$ cat src/uim_pkg.sv
package uim_pkg;
  // Bus geometry
  localparam int ADDR_W = 8;
  localparam int DATA_W = 32;
  localparam int BE_W = 4;
  // Register byte offsets
  localparam logic [7:0] OFF_ENABLE_MASK = 8'h00;
  localparam logic [7:0] OFF_RAW_STATUS = 8'h04;
  localparam logic [7:0] OFF_MASKED_STATUS = 8'h08;
  // Field layout: sources sit contiguously from bit 4 upward
  localparam int SRC_LSB = 4;
  localparam int NUM_SRC = 5;
  localparam int RX_IRQ_BIT = 4;
  localparam int TX_IRQ_BIT = 5;
  localparam int RX_TIMEOUT_BIT = 6;
  localparam int FRAMING_ERR_BIT = 7;
  localparam int PARITY_ERR_BIT = 8;
  localparam int RSVD_LO_MSB = 3;
  // Reset values
  localparam logic ENABLE_RESET = 1'b0;
  localparam logic RAW_RESET = 1'b0;
  localparam logic [31:0] RDATA_RESET = 32'h0000_0000;
  localparam logic [3:0] RSVD_LO_VALUE = 4'h0;

  typedef struct packed {
    logic read;
    logic write;
    logic [7:0] addr;
    logic [31:0] wdata;
    logic [3:0] be;
  } uim_avs_req_t;

  typedef struct packed {
    logic waitreq;
    logic [31:0] rdata;
  } uim_avs_rsp_t;
endpackage

$ cat src/uim_avs_slave.sv
`timescale 1ns/10ps
module uim_avs_slave (
  // Clock and reset
  input wire logic i_clk,
  input wire logic i_resetn,
  // Bus request and read value of the addressed register
  input uim_pkg::uim_avs_req_t i_req,
  input wire logic [31:0] i_rdata_mux,
  // Bus answer
  output uim_pkg::uim_avs_rsp_t o_rsp,
  output logic o_wr_acc
);
  logic wait_r;
  logic wait_nxt;
  logic [31:0] rdata_r;
  logic [31:0] rdata_nxt;

  // Every access waits exactly one cycle; keeps decode off the request path
  always_comb begin
    wait_nxt = !((i_req.read || i_req.write) && wait_r);
    rdata_nxt = rdata_r;
    if (i_req.read && wait_r) begin
      rdata_nxt = i_rdata_mux;
    end
  end

  always_ff @(posedge i_clk) begin
    if (!i_resetn) begin
      wait_r <= 1'b1;
      rdata_r <= uim_pkg::RDATA_RESET;
    end else begin
      wait_r <= wait_nxt;
      rdata_r <= rdata_nxt;
    end
  end

  assign o_wr_acc = i_req.write && !wait_r;
  assign o_rsp.waitreq = wait_r;
  assign o_rsp.rdata = rdata_r;
endmodule // uim_avs_slave

$ cat src/uim_src_cell.sv
`timescale 1ns/10ps
module uim_src_cell (
  // Clock and reset
  input wire logic i_clk,
  input wire logic i_resetn,
  // Source event and software strobes
  input wire logic i_event,
  input wire logic i_en_wr,
  input wire logic i_en_wdata,
  input wire logic i_raw_clr,
  // State
  output logic o_en,
  output logic o_raw,
  output logic o_en_nxt,
  output logic o_raw_nxt
);
  logic en_r;
  logic en_nxt;
  logic raw_r;
  logic raw_nxt;

  always_comb begin
    en_nxt = i_en_wr ? i_en_wdata : en_r;
    // Set wins over a clear in the same cycle, so no event is lost
    raw_nxt = i_event || (raw_r && !i_raw_clr);
  end

  always_ff @(posedge i_clk) begin
    if (!i_resetn) begin
      en_r <= uim_pkg::ENABLE_RESET;
      raw_r <= uim_pkg::RAW_RESET;
    end else begin
      en_r <= en_nxt;
      raw_r <= raw_nxt;
    end
  end

  assign o_en = en_r;
  assign o_raw = raw_r;
  assign o_en_nxt = en_nxt;
  assign o_raw_nxt = raw_nxt;
endmodule // uim_src_cell

$ cat src/uim_top.sv
// What this block does
// - The parity-error enable at bit 8 is read/write, reads back its value, and a 1 forwards it.
// - The framing-error enable at bit 7 is read/write, resets to 0, and a 1 forwards it.
// - The receive time-out enable at bit 6 is read/write, resets to 0, and a 1 forwards it.
// - The transmit enable at bit 5 is read/write, resets to 0, and a 1 forwards it.
// - The receive enable at bit 4 is read/write, resets to 0, and a 1 forwards it.
// - Bits 3 to 0 are read-only zero and software preserves them on read-modify-write.
// - Each masked state is the raw state gated by its enable, never active when disabled.
//
// Register access over Avalon-MM and the register addresses were chosen for this implementation.
`timescale 1ns/10ps
module uim_top #(
  parameter int N_SRC = uim_pkg::NUM_SRC
) (
  // Clock and reset
  input wire logic I_CLK,
  input wire logic I_RESETN,
  // Avalon-MM slave
  input wire logic [7:0] I_AVS_ADDRESS,
  input wire logic I_AVS_READ,
  input wire logic I_AVS_WRITE,
  input wire logic [31:0] I_AVS_WRITEDATA,
  input wire logic [3:0] I_AVS_BYTEENABLE,
  output logic [31:0] O_AVS_READDATA,
  output logic O_AVS_WAITREQUEST,
  // Raw events from the UART core, bit 0 = receive
  input wire logic [N_SRC-1:0] I_RAW_EVENT,
  // Interrupt side
  output logic [N_SRC-1:0] O_MASKED_STATE,
  output logic O_IRQ
);
  localparam int LSB = uim_pkg::SRC_LSB;
  localparam int TOP_PAD = 32 - N_SRC - LSB;

  if (N_SRC < 1 || TOP_PAD < 0) begin : g_bad_param
    $error("uim_top: N_SRC does not fit the register word");
  end

  uim_pkg::uim_avs_req_t req;
  uim_pkg::uim_avs_rsp_t rsp;
  logic wr_acc;
  logic [31:0] rdata_mux;
  logic sel_mask;
  logic sel_raw;
  logic sel_masked;
  logic mask_wr;
  logic raw_wr;
  logic [N_SRC-1:0] en_w;
  logic [N_SRC-1:0] raw_w;
  logic [N_SRC-1:0] en_nxt_w;
  logic [N_SRC-1:0] raw_nxt_w;
  logic [N_SRC-1:0] masked_r;
  logic [N_SRC-1:0] masked_nxt;
  logic irq_r;
  logic irq_nxt;

  assign req.read = I_AVS_READ;
  assign req.write = I_AVS_WRITE;
  assign req.addr = I_AVS_ADDRESS;
  assign req.wdata = I_AVS_WRITEDATA;
  assign req.be = I_AVS_BYTEENABLE;

  // Word decode; the two low address bits are ignored
  assign sel_mask = req.addr[7:2] == uim_pkg::OFF_ENABLE_MASK[7:2];
  assign sel_raw = req.addr[7:2] == uim_pkg::OFF_RAW_STATUS[7:2];
  assign sel_masked = req.addr[7:2] == uim_pkg::OFF_MASKED_STATUS[7:2];
  assign mask_wr = wr_acc && sel_mask;
  assign raw_wr = wr_acc && sel_raw;

  always_comb begin
    rdata_mux = 32'h0000_0000;
    if (sel_mask) begin
      rdata_mux = {{TOP_PAD{1'b0}}, en_w, uim_pkg::RSVD_LO_VALUE};
    end else if (sel_raw) begin
      rdata_mux = {{TOP_PAD{1'b0}}, raw_w, uim_pkg::RSVD_LO_VALUE};
    end else if (sel_masked) begin
      rdata_mux = {{TOP_PAD{1'b0}}, raw_w & en_w, uim_pkg::RSVD_LO_VALUE};
    end
  end

  uim_avs_slave u_avs (
    .i_clk(I_CLK),
    .i_resetn(I_RESETN),
    .i_req(req),
    .i_rdata_mux(rdata_mux),
    .o_rsp(rsp),
    .o_wr_acc(wr_acc)
  );

  for (genvar i = 0; i < N_SRC; i++) begin : g_src
    localparam int POS = LSB + i;
    uim_src_cell u_cell (
      .i_clk(I_CLK),
      .i_resetn(I_RESETN),
      .i_event(I_RAW_EVENT[i]),
      .i_en_wr(mask_wr && req.be[POS/8]),
      .i_en_wdata(req.wdata[POS]),
      .i_raw_clr(raw_wr && req.be[POS/8] && req.wdata[POS]),
      .o_en(en_w[i]),
      .o_raw(raw_w[i]),
      .o_en_nxt(en_nxt_w[i]),
      .o_raw_nxt(raw_nxt_w[i])
    );
  end

  // Outputs track the next state so they line up with the registers
  always_comb begin
    masked_nxt = raw_nxt_w & en_nxt_w;
    irq_nxt = |masked_nxt;
  end

  always_ff @(posedge I_CLK) begin
    if (!I_RESETN) begin
      masked_r <= '0;
      irq_r <= 1'b0;
    end else begin
      masked_r <= masked_nxt;
      irq_r <= irq_nxt;
    end
  end

  assign O_MASKED_STATE = masked_r;
  assign O_IRQ = irq_r;
  assign O_AVS_READDATA = rsp.rdata;
  assign O_AVS_WAITREQUEST = rsp.waitreq;

  logic req_any;
  assign req_any = I_AVS_READ || I_AVS_WRITE;

  // Enable vector positions of the named sources
  localparam int IDX_RX = uim_pkg::RX_IRQ_BIT - LSB;
  localparam int IDX_TX = uim_pkg::TX_IRQ_BIT - LSB;
  localparam int IDX_RT = uim_pkg::RX_TIMEOUT_BIT - LSB;
  localparam int IDX_FE = uim_pkg::FRAMING_ERR_BIT - LSB;
  localparam int IDX_PE = uim_pkg::PARITY_ERR_BIT - LSB;

  // Named sources only exist at the documented source count
  if (N_SRC == uim_pkg::NUM_SRC) begin : g_named_chk

  end

  // Per-source gating, sticky raw state and lane gating
  for (genvar k = 0; k < N_SRC; k++) begin : g_src_chk
    localparam int P = LSB + k;

  end
endmodule // uim_top

$ cat config.mk
export PLATFORM = sky130hd
export DESIGN_NAME = uim_top
export DESIGN_NICKNAME = d
export VERILOG_FILES = /design/src/uim_pkg.sv /design/src/uim_avs_slave.sv /design/src/uim_src_cell.sv /design/src/uim_top.sv
export SDC_FILE = /design/constraint.sdc
export NUM_CORES = 1
export LEC_CHECK = 0
export BUFFER_PORTS_ARGS = -buffer_cell sky130_fd_sc_hd__buf_2
export CORE_ASPECT_RATIO = 0.6
export CORE_MARGIN = 2
export CORE_UTILIZATION = 49
export CTS_BUF_LIST = sky130_fd_sc_hd__clkbuf_16
export DETAILED_ROUTE_END_ITERATION = 8
export GPL_TIMING_DRIVEN = 0
export PLACE_DENSITY = 0.88
export SKIP_LAST_GASP = 1
export SLEW_MARGIN = 40
export SYNTH_ARGS = -nofsm -noshare
export SYNTH_HDL_FRONTEND = slang
export SYNTH_HIERARCHICAL = 1
export SYNTH_SLANG_ARGS = --single-unit
$ cat constraint.sdc
create_clock -name I_CLK -period 3.4 [get_ports I_CLK]
set_clock_uncertainty 0.15 [all_clocks]
set_input_delay 0.17 -clock I_CLK [delete_from_list [all_inputs] [get_ports I_CLK]]
set_output_delay 0.17 -clock I_CLK [all_outputs]
set_load 0.005 [all_outputs]
* Word-level counts from Yosys, hierarchy flattened *
Index checks and enable logic that the tools add are counted.

word-level totals
  bits in registers = 49
  latch bits = 0
  memory bits (writable) = 0
  memory bits (read-only) = 0
  bits of input ports = 53
  output and inout port bits = 39
  word-level logic and storage cells = 60
  memories kept = 0

operators by class
  $add $sub $neg = 0
  multiply operators = 0
  divide/modulo/power cells = 0
  order comparisons = 0
  equal/unequal tests = 2
  shift operators = 0
  mux-type cells = 8
  bitwise operators = 2
  reductions and logical operators = 34

operators by type and width
  operator                                       number
  2-to-1 mux 9 bit                               3
  logical AND 1 bit                              19
  AND 5 bit                                      2
  logical NOT 1 bit                              7
  == test 6 x 1 -> 1 bit, second input constant  1
  == test 6 x 2 -> 1 bit, second input constant  1
  logical NOT 6 bit                              1
  logical OR 1 bit                               6
  2-to-1 mux 1 bit                               5
  OR reduction 5 bit                             1

* Longest topological paths before layout *
  depth after elaboration = 10
  mapped depth = 9
  gate-level depth less buffers = 8

* Cells and area by module *
Netlist, hierarchy kept.

modules (own cells, without submodules)
  module         times used  cells each  area each (um^2)  sequential area each (um^2)
  uim_avs_slave  1           151         1400.1            660.6
  uim_top        1           51          431.7             120.1
  uim_src_cell   5           7           83.8              40.0

* Worst setup path after synthesis *
OpenSTA, ideal clock, no wires.

  path kind = input-to-reg
  start = input I_AVS_ADDRESS[7]
  end = register irq_r (netlist: O_IRQ)
  arrival = 2.309 ns
  required time = 3.119 ns
  path slack = 0.810 ns
  cell stages on the path = 6
  path buffers = 1
  cells stage by stage = or4_4 -> buf_6 -> nor4_1 -> mux2_4 -> a222oi_1 -> a21boi_0

RTL lines
  what                    RTL line            text
  start: declaration      uim_top.sv:19       input wire logic [7:0] I_AVS_ADDRESS,
  logical NOT 6 bit       uim_top.sv:64       assign sel_mask = req.addr[7:2] == uim_pkg::OFF_ENABLE_MASK[7:2];
  logical AND 1 bit       uim_top.sv:67       assign mask_wr = wr_acc && sel_mask;
  logical AND 1 bit       uim_top.sv:96       .i_en_wr(mask_wr && req.be[POS/8]),
  2-to-1 mux 1 bit        uim_src_cell.sv:23  en_nxt = i_en_wr ? i_en_wdata : en_r;
  named net en_nxt_w[3]   uim_top.sv:50       logic [N_SRC-1:0] en_nxt_w;
  AND 5 bit               uim_top.sv:108      masked_nxt = raw_nxt_w & en_nxt_w;
  OR reduction 5 bit      uim_top.sv:109      irq_nxt = |masked_nxt;
  end signal: assignment  uim_top.sv:118      irq_r <= irq_nxt;
  end: declaration        uim_top.sv:54       logic irq_r;

The timed path passes the listed nets, and every way through them passes these cells.
A chain may end at the register's enable or synchronous reset.

* Worst setup path in the final report *
  start = input I_AVS_WRITE
  end = register irq_r (netlist: O_IRQ)

RTL lines
  what                   RTL line             text
  start: declaration     uim_top.sv:21        input wire logic I_AVS_WRITE,
  logical AND 1 bit      uim_avs_slave.sv:37  assign o_wr_acc = i_req.write && !wait_r;
  named net wr_acc       uim_top.sv:41        logic wr_acc;
  logical AND 1 bit      uim_top.sv:67
  logical AND 1 bit      uim_top.sv:96
  2-to-1 mux 1 bit       uim_src_cell.sv:23
  named net en_nxt_w[3]  uim_top.sv:50
  AND 5 bit              uim_top.sv:108
  OR reduction 5 bit     uim_top.sv:109

The timed path passes the listed nets, and every way through them passes these cells.

==> metrics.md <==
| Metric | Value |
|---|---|
| Status | `finished, final reports clean` |
| Yosys cell types | `29` |
| Period utilization | `76.3%` |
| Mapped cell area | `2250 um^2` |
| Area post-placement | `2720 um^2` |
| Vias in the first global route | `1965` |
| MaxCap Viol Count | `0` |
| Simple-gate share of the synthesized area | `26.6%` |
| Crit path capture type | `register` |
| CTS Buffer Depth | `2` |
| Number of CTS-inserted buffers | `5` |
| GRT Overall Usage | `22.2%` |
| CP max FO | `4` |
| Initial antenna violation count | `0` |
| Final number of max-transition violations | `0` |
| Buf+Inv Stages, Crit Path | `2` |
| Synth Area per Inst | `9.50 um^2` |
| Synth Area in Compound Gates | `17.2%` |
| Slew margin rel. | `54.5%` |
| Rows | `19` |
| Post-synthesis cell count | `237` |
| Skew-Pair Late Insertion Delay | `290 ps` |
| # DRC | `0` |
| Worst Hold Class | `in -> reg` |
| Crit path launch type | `input port` |
| Congestion Overflow GR | `0` |
| Worst setup path class | `in -> reg` |
| GP Congestion | `0.868` |
| CTS Sinks | `49` |
| CP peak stage delay | `530 ps` |
| Die area | `5170 um^2` |
| Via count | `2029` |
| Flops & latches, synth | `49` |
| Pwr Total | `0.00134 W` |
| Syn-to-layout area delta | `31.1%` |
| Starting Density | `50.1%` |
| Crit-path leading delay family | `simple AND/OR/NAND/NOR gates` |
| Core ar. | `4490 um^2` |
| Clock transition at path regs | `60 ps` |
| Post-Synth Adder-Cell Area | `0%` |
| Largest family of logic cells by synthesized area | `simple AND/OR/NAND/NOR gates` |
| Worst-path cell chain | `dlygate4sd3_1 > buf_2 > nor2b_1 > nand2_1 > nor4_2 > mux2_4 > a222oi_1 > a21boi_0` |
| Via density | `5.10` |
| Die W | `91.5 um` |
| Sw frac | `23.9%` |
| Die height | `56.5 um` |
| Fmax | `386 MHz` |
| Clock root cell | `clkbuf_16` |
| I/O Pins | `92` |
| CTS tree | `done` |
| Detailed router's first-iteration violation count | `108` |
| Worst endpoint data arrival time | `2600 ps` |
| RSZ-0062 raised after global routing | `no` |
| Synth warnings | `6` |
| Req. time, crit path | `3410 ps` |
| Flop2flop setup slack | `860 ps` |
| Layout cells sized above 1 | `40.3%` |
| Post-synthesis mux area share | `5.56%` |
| Logic pwr share | `12.6%` |
| Maximum VDD drop | `0.262 mV` |
| Final instance area | `2950 um^2` |
| Worst Tran Pin Value | `678 ps` |
| # port buffers | `58` |
| P_leak | `1.32 nW` |
| Power Internal | `0.00102 W` |
| PwrDens | `453 nW/um^2` |
| Commonest non-fill, non-tap cell in the layout | `buf_2` |
| XOR/XNOR share of the synthesized area | `0%` |
| Final hold vios | `0` |
| Placed insts | `384` |
| DRT Wirelength | `5.36 mm` |
| Final cell count without fillers | `398` |
| Final #Nets | `387` |
| Slowest library cell on the worst path | `dlygate4sd3_1` |
| Sequential area share after synthesis | `43.6%` |
| Sequential share of power | `45.9%` |
| Final core occ | `65.7%` |
| Psw | `0.000320 W` |
| Most frequent cells in the layout | `buf_2 (71), dfxtp_1 (49), nand2_1 (39)` |
| DP Wirelength | `3.74 mm` |
| Clock power share | `41.5%` |
| Setup-failing EPs final | `0` |
| First-pass GRT wire length | `9.15 mm` |
| Minimum clock period | `2590 ps` |
| Wirelength per Cell | `13.5 um` |
| Final TNS setup | `0 ps` |
| Diode count | `0` |
| Detailed-router iteration count before antenna repair | `5` |
| ANT nets after route | `0` |
| Pin count of the biggest net entering global routing | `19` |
| Depth of the CTS H-tree | `2` |
-- final timing paths --
check | startpoint | to | depth (start not counted)
worst max-delay path | I_AVS_WRITE | O_IRQ | 8
worst min-delay path | I_RESETN | g_src[2].u_cell/o_raw | 2
worst max register to register | u_avs/wait_r | O_IRQ | 7
worst min register to register | u_avs/rdata_r[30] | u_avs/rdata_r[30] | 2
-- layer usage --
metal	GRT usage (%)	up-vias	routed length [um]
li1	-	1022	-
met1	30.1	938	2500
met2	35.4	63	2490
met3	4.70	6	298
met4	7.36	0	65
met5	0	-	0
-- area by class of cell --
| cell class | count | area [um^2] |
|---|---|---|
| clock inverter | 3 | 41.3 |
| tap | 63 | 78.8 |
| buffer | 22 | 151 |
| timing repair buffer | 64 | 350 |
| clock buffer | 5 | 125 |
| fill | 356 | 1540 |
| multi-input combinational | 191 | 1220 |
| inverter | 1 | 3.75 |
| sequential | 49 | 981 |
-- cells in the mapped netlist, drive strengths merged --
master	instances	area (um^2)
a222oi	1	10.0
nand2	39	146
and2	10	77.6
nor2	5	18.8
mux2i	5	50.1
o22a	5	43.8
a21boi	1	7.51
buf	21	148
a22oi	1	7.51
inv	1	3.75
nand4	32	200
conb	1	3.75
or4	1	11.3
o21a	5	37.5
nor2b	6	37.5
o211ai	1	7.51
or2	5	31.3
nand3	1	5.00
dfxtp	49	981
o21ai	32	273
clkbuf	1	3.75
nor4	4	40.0
mux2	5	75.1
and3	5	31.3
-- sequential cells by signal, summed over array words and instances, names as in the netlist --
| name | cells |
|---|---|
| u_avs/rdata_r | 32 |
| O_MASKED_STATE | 5 |
| g_src.u_cell/o_en | 5 |
| g_src.u_cell/o_raw | 5 |
| O_IRQ | 1 |
| u_avs/wait_r | 1 |
-- power groups by stage --
stage,clock (W),sequential (W),combinational [W]
6_report,0.000554,0.000614,0.000168
3_5_place_dp,0,0.000626,0.000159
2_1_floorplan,0,0.000627,0.000100
3_3_place_gp,0,0.000625,0.000154
4_1_cts,0.000558,0.000614,0.000166
5_1_grt,0.000590,0.000617,0.000187
-- repair_timing --
| item | CTS | global route |
|---|---|---|
| resized for setup | 0 | 0 |
| hold buffers | 6 | 0 |
| setup buffers | 0 | 0 |
| hold endpoints to repair | 6 | 0 |
-- cells by family after synthesis --
family	count (synthesis)
flops	49
other cells	1
simple gates	108
compound gates	46
mux	10
buf+inv	23
-- stage by stage --
stage	hold slack (ps)	worst slack (ps)
2_1_floorplan	138	810
3_3_place_gp	241	454
3_5_place_dp	247	792
4_1_cts	107	858
5_1_grt	129	695
6_report	116	806
(Power assumes the default switching activity.)
